$ cat src/design/tpo_pkg.sv
// shared constants, types and helpers for the teleprinter serial output block
// ----------------------------------------------------------------------------
// Functional notes
// - load-and-send is clear-flag plus load-and-print
// - load takes 8-bit character in parallel
// - start space, eight bits, then stop marks
// - one character takes about 100 ms
// - done flag feeds interrupt and skip logic
// - select decoded from instruction bits 06-11
// - second exec pulse with bit 16 clears flag
// - third exec pulse with bit 15 loads character
// - load sets enable, stop, captures bits 0-7
// - bit clock runs full duplex or keyboard idle
// - bit clock runs at 110 pulses per second
// - start, active, then shift on third clock
// - active puts start space on the line
// - shift moves enable, stop, bits downward
// - low-order bit shifts out onto the line
// - stop bit alone in bit 7: end detect
// - tenth shift ends character, sets done flag
// - done flag drives interrupt request
// - skip-on-done drives skip request when flag set
// - skip test at first exec pulse with bit 17
// ----------------------------------------------------------------------------
package tpo_pkg;

  // ------------------------------------------------------------------------
  // timing
  // ------------------------------------------------------------------------
  localparam int unsigned CLK_HZ       = 200_000_000;
  localparam int unsigned BIT_RATE_PPS = 110;
  // period rounded down so the rate never falls below the line's rate
  localparam int unsigned BIT_CYCLES   = CLK_HZ / BIT_RATE_PPS;

  // ------------------------------------------------------------------------
  // device code and register map
  // ------------------------------------------------------------------------
  localparam logic [5:0] DEV_CODE    = 6'h04;
  localparam logic [7:0] ADDR_CTRL   = 8'h00;
  localparam logic [7:0] ADDR_STATUS = 8'h04;
  localparam logic [7:0] ADDR_SHIFT  = 8'h08;
  localparam logic [7:0] ADDR_COUNT  = 8'h0c;

  localparam int unsigned CTRL_DUPLEX_BIT = 0;
  localparam int unsigned ST_FLAG_BIT     = 0;
  localparam int unsigned ST_START_BIT    = 1;
  localparam int unsigned ST_ACTIVE_BIT   = 2;
  localparam int unsigned ST_EN_BIT       = 3;
  localparam int unsigned ST_STOP_BIT     = 4;
  localparam int unsigned ST_LINE_BIT     = 5;
  localparam int unsigned ST_RUN_BIT      = 6;

  // ------------------------------------------------------------------------
  // reset values
  // ------------------------------------------------------------------------
  localparam logic RST_LINE_MARK   = 1'b1;
  localparam logic RST_FULL_DUPLEX = 1'b0;

  typedef enum logic [1:0] {
    TPO_IDLE   = 2'b00,
    TPO_WAIT   = 2'b01,
    TPO_START  = 2'b11,
    TPO_ACTIVE = 2'b10
  } tpo_phase_e;

  typedef struct packed {
    logic [31:0] count;
    logic        tick;
  } tpo_clk_s;

  typedef struct packed {
    logic [0:7]  sr;
    logic        shift_en;
    logic        stop_cell;
    logic        start;
    logic        active;
    logic        line_mark;
    logic        done_flag;
    logic        irq;
    logic        skip;
    logic        full_duplex;
    logic [15:0] char_count;
    logic        ack;
    logic [31:0] rdata;
  } tpo_core_s;

  function automatic logic is_dev(input logic [5:0] field);
    is_dev = (field == DEV_CODE);
  endfunction : is_dev

endpackage : tpo_pkg

$ cat src/design/tpo_ctl_if.sv
// carrier between the core, its bit clock and its device select decode
`timescale 1ns/10ps
interface tpo_ctl_if;
  logic       run;
  logic       tick;
  logic [5:0] dev_field;
  logic       printer_select;

  modport clk_gen (input run, output tick);
  modport decoder (input dev_field, output printer_select);
  modport core    (output run, output dev_field, input tick, input printer_select);
endinterface : tpo_ctl_if

$ cat src/design/tpo_top.sv
// teleprinter serial output control with wishbone status and control access
`timescale 1ns/10ps
module tpo_top
  import tpo_pkg::*;
#(
  parameter int unsigned BIT_CYCLES_P = BIT_CYCLES
)(
  input  wire logic        clk,
  input  wire logic        nrst,
  // processor side
  input  wire logic        io_transfer_instruction,
  input  wire logic [0:17] memory_buffer_register,
  input  wire logic [7:0]  arithmetic_register,
  input  wire logic        first_exec_pulse,
  input  wire logic        second_exec_pulse,
  input  wire logic        third_exec_pulse,
  input  wire logic        kbd_receiving,
  output logic             interrupt_request,
  output logic             skip_request_bus,
  // line side
  output logic             printer_line,
  // wishbone slave
  input  wire logic        wb_cyc_i,
  input  wire logic        wb_stb_i,
  input  wire logic        wb_we_i,
  input  wire logic [7:0]  wb_adr_i,
  input  wire logic [3:0]  wb_sel_i,
  input  wire logic [31:0] wb_dat_i,
  output logic [31:0]      wb_dat_o,
  output logic             wb_ack_o
);

  // --------------------------------------------------------------------------
  // submodules
  // --------------------------------------------------------------------------
  tpo_ctl_if ctl ();

  tpo_bit_clock #(
    .BIT_CYCLES_P (BIT_CYCLES_P)
  ) u_bit_clock (
    .clk  (clk),
    .nrst (nrst),
    .ctl  (ctl.clk_gen)
  );

  tpo_dev_select u_dev_select (
    .ctl (ctl.decoder)
  );

  // --------------------------------------------------------------------------
  // state
  // --------------------------------------------------------------------------
  tpo_core_s st_ff;
  tpo_core_s nxt_st;

  logic       sel;
  logic       clear_done_flag_cmd;
  logic       load_character_pulse;
  logic       skip_on_done_cmd;
  logic       bit_tick;
  logic       shift_pulse;
  logic       end_of_char_detect;
  logic       wb_req;
  logic       wb_wr;
  logic [7:0] status_bits;

  assign ctl.dev_field = memory_buffer_register[6:11];
  // bit clock stops while the keyboard receives in half duplex
  assign ctl.run = st_ff.full_duplex | ~kbd_receiving;

  assign sel      = io_transfer_instruction & ctl.printer_select;
  assign bit_tick = ctl.tick;

  // --------------------------------------------------------------------------
  // instruction micro-operations
  // --------------------------------------------------------------------------
  // a load-and-send word carries both bit 16 and bit 15, so one instruction
  // clears the flag in the second period and loads in the third
  assign clear_done_flag_cmd  = second_exec_pulse & memory_buffer_register[16] & sel;
  assign load_character_pulse = third_exec_pulse & memory_buffer_register[15] & sel;
  assign skip_on_done_cmd     = first_exec_pulse & memory_buffer_register[17] & sel;

  // --------------------------------------------------------------------------
  // serial sequencing
  // --------------------------------------------------------------------------
  assign shift_pulse = bit_tick & st_ff.active;
  // stop bit alone in bit 7, everything above it and the stop cell empty
  assign end_of_char_detect = st_ff.active & st_ff.sr[7] & ~st_ff.stop_cell
                            & ~st_ff.shift_en & (st_ff.sr[0:6] == 7'h00);

  assign wb_req = wb_cyc_i & wb_stb_i & ~st_ff.ack;
  // writes commit on the edge at which the master sees ack, not when taken
  assign wb_wr  = wb_cyc_i & wb_stb_i & wb_we_i & st_ff.ack;

  always_comb
  begin
    status_bits                 = 8'h00;
    status_bits[ST_FLAG_BIT]    = st_ff.done_flag;
    status_bits[ST_START_BIT]   = st_ff.start;
    status_bits[ST_ACTIVE_BIT]  = st_ff.active;
    status_bits[ST_EN_BIT]      = st_ff.shift_en;
    status_bits[ST_STOP_BIT]    = st_ff.stop_cell;
    status_bits[ST_LINE_BIT]    = st_ff.line_mark;
    status_bits[ST_RUN_BIT]     = ctl.run;
  end

  always_comb
  begin
    nxt_st      = st_ff;
    nxt_st.skip = 1'b0;

    // ------------------------------------------------------------------------
    // bit clock stepping: enable -> start -> active -> shifts
    // ------------------------------------------------------------------------
    if (bit_tick)
    begin
      if (st_ff.shift_en && !st_ff.start)
      begin
        nxt_st.start = 1'b1;
      end
      if (st_ff.start && !st_ff.active)
      begin
        nxt_st.active    = 1'b1;
        nxt_st.line_mark = 1'b0;
      end
    end

    if (shift_pulse)
    begin
      // low-order bit leaves onto the line, mark for one
      nxt_st.line_mark = st_ff.sr[7];
      nxt_st.sr        = {st_ff.stop_cell, st_ff.sr[0:6]};
      nxt_st.stop_cell = st_ff.shift_en;
      nxt_st.shift_en  = 1'b0;
      if (end_of_char_detect)
      begin
        nxt_st.start      = 1'b0;
        nxt_st.active     = 1'b0;
        nxt_st.char_count = st_ff.char_count + 16'h0001;
      end
    end

    // ------------------------------------------------------------------------
    // parallel load from the processor
    // ------------------------------------------------------------------------
    if (load_character_pulse)
    begin
      nxt_st.sr        = arithmetic_register;
      nxt_st.shift_en  = 1'b1;
      nxt_st.stop_cell = 1'b1;
    end

    // ------------------------------------------------------------------------
    // done flag: the end of a character wins over a clear in the same cycle
    // ------------------------------------------------------------------------
    if (clear_done_flag_cmd)
    begin
      nxt_st.done_flag = 1'b0;
    end
    if (shift_pulse && end_of_char_detect)
    begin
      nxt_st.done_flag = 1'b1;
    end

    nxt_st.irq = nxt_st.done_flag;
    // skip samples the flag as it stands when the first period starts
    if (skip_on_done_cmd && st_ff.done_flag)
    begin
      nxt_st.skip = 1'b1;
    end

    // ------------------------------------------------------------------------
    // wishbone slave: one-cycle answer, unmapped reads return zero
    // ------------------------------------------------------------------------
    nxt_st.ack = wb_req;
    if (wb_req)
    begin
      case (wb_adr_i)
        ADDR_CTRL:
        begin
          nxt_st.rdata = {31'h000_0000, st_ff.full_duplex};
        end
        ADDR_STATUS:
        begin
          nxt_st.rdata = {24'h00_0000, status_bits};
        end
        ADDR_SHIFT:
        begin
          nxt_st.rdata = {22'h0_0000, st_ff.shift_en, st_ff.stop_cell, st_ff.sr};
        end
        ADDR_COUNT:
        begin
          nxt_st.rdata = {16'h0000, st_ff.char_count};
        end
        default:
        begin
          nxt_st.rdata = 32'h0000_0000;
        end
      endcase
    end
    if (wb_wr && wb_sel_i[0])
    begin
      case (wb_adr_i)
        ADDR_CTRL:
        begin
          nxt_st.full_duplex = wb_dat_i[CTRL_DUPLEX_BIT];
        end
        ADDR_COUNT:
        begin
          // counter is cleared by any write to its low byte
          nxt_st.char_count = 16'h0000;
        end
        default:
        begin
          nxt_st.full_duplex = st_ff.full_duplex;
        end
      endcase
    end
  end

  // --------------------------------------------------------------------------
  // registers
  // --------------------------------------------------------------------------
  always_ff @(posedge clk or negedge nrst)
  begin
    if (!nrst)
    begin
      st_ff             <= '0;
      st_ff.line_mark   <= RST_LINE_MARK;
      st_ff.full_duplex <= RST_FULL_DUPLEX;
    end
    else
    begin
      st_ff <= nxt_st;
    end
  end

  // --------------------------------------------------------------------------
  // outputs
  // --------------------------------------------------------------------------
  assign interrupt_request = st_ff.irq;
  assign skip_request_bus  = st_ff.skip;
  assign printer_line      = st_ff.line_mark;
  assign wb_dat_o          = st_ff.rdata;
  assign wb_ack_o          = st_ff.ack;

endmodule : tpo_top

$ cat src/design/tpo_bit_clock.sv
// baud-rate bit clock: one-cycle tick per code unit while enabled
`timescale 1ns/10ps
module tpo_bit_clock
  import tpo_pkg::*;
#(
  parameter int unsigned BIT_CYCLES_P = BIT_CYCLES
)(
  input  wire logic clk,
  input  wire logic nrst,
  tpo_ctl_if.clk_gen ctl
);

  tpo_clk_s st_ff;
  tpo_clk_s nxt_st;

  always_comb
  begin
    nxt_st      = st_ff;
    nxt_st.tick = 1'b0;
    // stopped clock restarts a full unit later, like the gated original
    if (!ctl.run)
    begin
      nxt_st.count = 32'h0000_0000;
    end
    else if (st_ff.count >= BIT_CYCLES_P - 1)
    begin
      nxt_st.count = 32'h0000_0000;
      nxt_st.tick  = 1'b1;
    end
    else
    begin
      nxt_st.count = st_ff.count + 32'h0000_0001;
    end
  end

  always_ff @(posedge clk or negedge nrst)
  begin
    if (!nrst)
      st_ff <= '0;
    else
      st_ff <= nxt_st;
  end

  assign ctl.tick = st_ff.tick;

endmodule : tpo_bit_clock

$ cat src/design/tpo_dev_select.sv
// device select decode of the instruction's device field
`timescale 1ns/10ps
module tpo_dev_select
  import tpo_pkg::*;
(
  tpo_ctl_if.decoder ctl
);

  assign ctl.printer_select = is_dev(ctl.dev_field);

endmodule : tpo_dev_select

$ cat config.mk
export PLATFORM = sky130hd
export DESIGN_NAME = tpo_top
export DESIGN_NICKNAME = d
export VERILOG_FILES = /design/src/design/tpo_pkg.sv /design/src/design/tpo_ctl_if.sv /design/src/design/tpo_top.sv /design/src/design/tpo_bit_clock.sv /design/src/design/tpo_dev_select.sv
export SDC_FILE = /design/constraint.sdc
export NUM_CORES = 1
export LEC_CHECK = 0
export BUFFER_PORTS_ARGS = -buffer_cell sky130_fd_sc_hd__buf_2
export CORE_MARGIN = 10
export CORE_UTILIZATION = 55
export DETAILED_ROUTE_END_ITERATION = 8
export PLACE_DENSITY = 0.83
export SYNTH_ARGS = -nofsm -noshare
export SYNTH_HDL_FRONTEND = slang
export SYNTH_SLANG_ARGS = --single-unit
$ cat constraint.sdc
create_clock -name clk -period 3.2 [get_ports clk]
set_input_delay 0.16 -clock clk [delete_from_list [all_inputs] [get_ports clk]]
set_output_delay 0.16 -clock clk [all_outputs]
set_load 0.05 [all_outputs]
# [Word level (Yosys, flattened, before mapping)]
# Index checks and enable logic that the tools add are counted.
[totals] register_bits=98 in_bits=80 output_inout_bits=36 elab_cells=75
[classes] addsub=2 order_cmp=1 n_eq_ne=4 muxes=18 n_bitwise=21 n_reduce_logical=15
[ops] op="$mux W16" count=4
[ops] op="$mux W32" count=2
[ops] op="$pmux W16 S4" count=1
[ops] op="$add A32 B1 Y32 const B" count=1
[ops] op="$ge A32 B21 Y1 const B" count=1
[ops] op="$add A16 B1 Y16 const B" count=1
[ops] op="$and A1 B1 Y1" count=16
[ops] op="$eq A8 B4 Y1 const B" count=2
[ops] op="$mux W13" count=1
[ops] op="$mux W10" count=1
[ops] op="$eq A8 B3 Y1 const B" count=1
[ops] op="$logic_not A8 Y1" count=1
[ops] op="$reduce_bool A2 Y1" count=4
[ops] op="$logic_not A7 Y1" count=1
[ops] op="$eq A6 B3 Y1 const B" count=1
[ops] op="$mux W1" count=6
[ops] op="$logic_and A1 B1 Y1" count=5
[ops] op="$mux W2" count=2
[ops] op="$not A1 Y1" count=4
[ops] op="$reduce_and A2 Y1" count=2
[ops] op="$mux W3" count=1
[ops] op="$logic_not A1 Y1" count=2
[ops] op="$or A1 B1 Y1" count=1

# [Depth between registers and ports, before layout]
[logic_depth] depth_word=8 mapped_depth=7 ltp_nobuf=5

# [Hierarchy]
# From an unflattened synthesis, not the netlist that was laid out.
[unflattened] cells_unflattened=412 area_unflattened_um2=4180.3
[by_module_without_submodules] module="tpo_top" instances=1 cells_per_inst=273 area_each_um2=2707.6
[by_module_without_submodules] module="tpo_bit_clock" instances=1 cells_per_inst=137 area_each_um2=1452.6
[by_module_without_submodules] module="tpo_dev_select" instances=1 cells_per_inst=2 area_each_um2=20.0

# [Least setup slack after synthesis]
# Ideal clock, no wire load.
[synth_timing] path_type="register to register" startpoint="register u_bit_clock.st_ff[1] in the netlist's numbering" endpoint="register u_bit_clock.st_ff[21] in the netlist's numbering" setup_time_ns=0.087 arrival_time_ns=1.841 t_required_ns=3.113 path_slack_ns=1.271 path_stages_with_launch=6 n_path_buf=0 cell_sequence="dfrtp_1 > ha_1 > nand4_4 > or4_1 > or3_1 > a211oi_2"
[synth_rtl] item="from (decl)" line_no="tpo_bit_clock.sv:13" rtl="tpo_clk_s st_ff;"
[synth_rtl] item="from (signal assigned)" line_no="tpo_bit_clock.sv:41" rtl="st_ff <= nxt_st;"

==> reports/qor.yml <==
setup_viol: 0
utilization_pct: 61.07
timing_worst_slew_pin_value_ps: 1018
leakage_nw: 2.116
cts_made_buffers: 9
max-cap-violations: 0
multi_input_area_um2: 2009
max_freq_ghz: 0.4525
ios: 116
cts_tree: "done"
arrival_ps: 2400
post-route-drc-count: 0
yosysMostFrequentCell: "dfrtp_1"
grt_pass1_vias: 3301
slowest_delay_ps: 670
slew_headroom_pct: 32.11
wirelength_um: 9663
area_delta_synth_final_pct: 8.722
path_max_fanout: 13
setup_tns_ps: 0
fp-row-count: 32
clock_sinks: 82
drtAntennaViolNets: 0
clock_latency_ps: 350
initial_core_util_pct: 56.17
portBuffers: 56
synthArstFlopShare_pct: 100.0
grt_overflow: 0
power.density_nw_per_um2: 542.1
htree_num_levels: 3
coreArea_um2: 7687
antenna_found_initial: 0
synth-seq-cells: 82
worst_setup_hold_path_clk_slew_ps: 90
fin_ws_ps: 989.9
endpoint_kind: "register"
die-area_um2: 11800
min_period_over_period_pct: 69.07
antenna_cells: 0
dpl.hpwl_um: 7066
cp_num_buf_inv: 1
place_inst: 564
instances_no_fill: 580
regArea_um2: 2053
cts_buffer_depth: 2
slowest_stage: "a211oi_2"
finalHoldViolCount: 17
yosysTopAreaCellShare_pct: 46.94
cts_resized: 0
yosys.area.top_type: "dfrtp_1"
synth_commonest_cells: "dfrtp_1, buf_4, nand2_1"
grt_pass1_wl_um: 16030
cp.required_ps: 3390
min_period_ps: 2210
drive_above_1_share_pct: 18.62
num-fill-cells: 619
place.gp.congestion: 0.8633
run_status: "complete, but fails checks"
synth_ff_type: "dfrtp_1"
ir_drop_mv: 0.2678
rsz0062_at_grt: "false"
ys_warn_count: 0
synth_edf_count: 0
hold_class: "in2async"
firstDrtPassIters: 5
viasPerCell: 5.876
die_height_um: 108.6
postCtsHoldBufs: 0
wl_per_cell_um: 16.66
failed_checks: "negative hold slack"
syn_avg_cell_area_um2: 10.07
die_x_um: 108.6
syn_inst: 429
drt_iter0_markers: 237
power_mw: 2.545
path_class: "reg2reg"
pre_cts_slack_ps: 1055
grt_max_degree: 83
cp-start-kind: "register"
post_cts_buffers: 0
final_nets: 556
netlist_area_um2: 4318
ys_types: 51
fin_hold_ws_ps: -34.65
drv_slew: 0
path_cells: "o41ai_1 > a32o_1 > a211oi_2 > buf_4 > nor3_1"
skew_ps: 10.14
synth_seq_area_share_pct: 47.55
track_usage_pct: 16.74
vias: 3408
root_buffer: "clkbuf_8"
path_delay_family: "compound AO/OA/AOI/OAI gates"
synthTopCellsByArea: "dfrtp_1, buf_4, mux2i_1"
final timing paths:
check | startpoint | to | slack (ps) | cells past startpoint
max | u_bit_clock.st_ff[5]$_DFF_PN0_ | u_bit_clock.st_ff[13]$_DFF_PN0_ | 990 | 5
min | nrst | u_bit_clock.st_ff[1]$_DFF_PN0_ | -30 | 1
max reg2reg | u_bit_clock.st_ff[5]$_DFF_PN0_ | u_bit_clock.st_ff[13]$_DFF_PN0_ | 990 | 5
min reg2reg | wb_dat_o[7]$_DFFE_PN0P_ | wb_dat_o[7]$_DFFE_PN0P_ | 480 | 2
max in group asynchronous | nrst | wb_dat_o[10]$_DFFE_PN0P_ | 2570 | 1
min in group clk | wb_dat_i[0] | st_ff[49]$_DFFE_PN0P_ | 30 | 2
placed cells by master (no fill, tap or decap), types with 13 or more instances in the layout:
cell,instances
or4_1,13
conb_1,27
o21ai_0,20
buf_2,55
dfrtp_1,81
nor3_1,18
nor2_1,22
nand3_1,18
mux2i_1,21
nand2_1,30
a21oi_1,24
nand4_1,18
power by group:
part           total, mW  internal (mW)  leakage, nW  switching [mW]
Combinational      0.585          0.208        0.979           0.377
Clock              0.681          0.287       0.0900           0.394
Sequential          1.28           1.14         1.05           0.140
Total               2.54           1.63         2.12           0.911
layer usage:
metal / vias up / share of wire, % / global-route usage (%)
li1: 1614 / - / -
met1: 1630 / 45 / 22.46
met2: 152 / 45 / 25.60
met3: 12 / 9.0 / 4.343
met4: 0 / 1.3 / 6.026
met5: - / 0 / 0
cells by family after synthesis:
group	count (synthesis)	share of synthesized area, %
buffers and inverters	60	8.288
adders and majority gates	3	0.8694
xor gates and xnor gates	13	2.637
AOI/OAI and AO/OA	83	12.66
and+or+nand+nor	163	21.99
other	1	0.08685
muxes	24	5.911
DFF	82	47.55
metrics by stage:
stage	hold slack, ps	cell area, µm²
finish	-34.65	4695
global route	33.27	4695
CTS	7.882	4695
detailed placement	395.3	4518
global placement	382.3	4518
floorplan	-135.6	4415
worst register-to-register path: cells and delay by family, from the launching register on:
kind                   cells  cell delay (ps)
buffers and inverters      1              330
DFF                        1              560
and+or+nand+nor            1               80
AOI/OAI and AO/OA          3             1080
flip-flops by register name, summed over array words and instances (netlist names):
signal and flops:
u_bit_clock.ctl.tick 1, interrupt_request 1, wb_ack_o 1, u_bit_clock.st_ff 32, printer_line 1, skip_request_bus 1, wb_dat_o 16, st_ff 29
cell type report:
class	instances	area share, %
inverters	10	0.7996
clock inverters	7	1.119
multi-input cells	313	42.80
well taps	102	2.719
flip-flops and latches	82	43.74
repair buffers	57	6.183
clock buffers	9	2.639
Note: power is estimated with default switching activity, not from simulation.
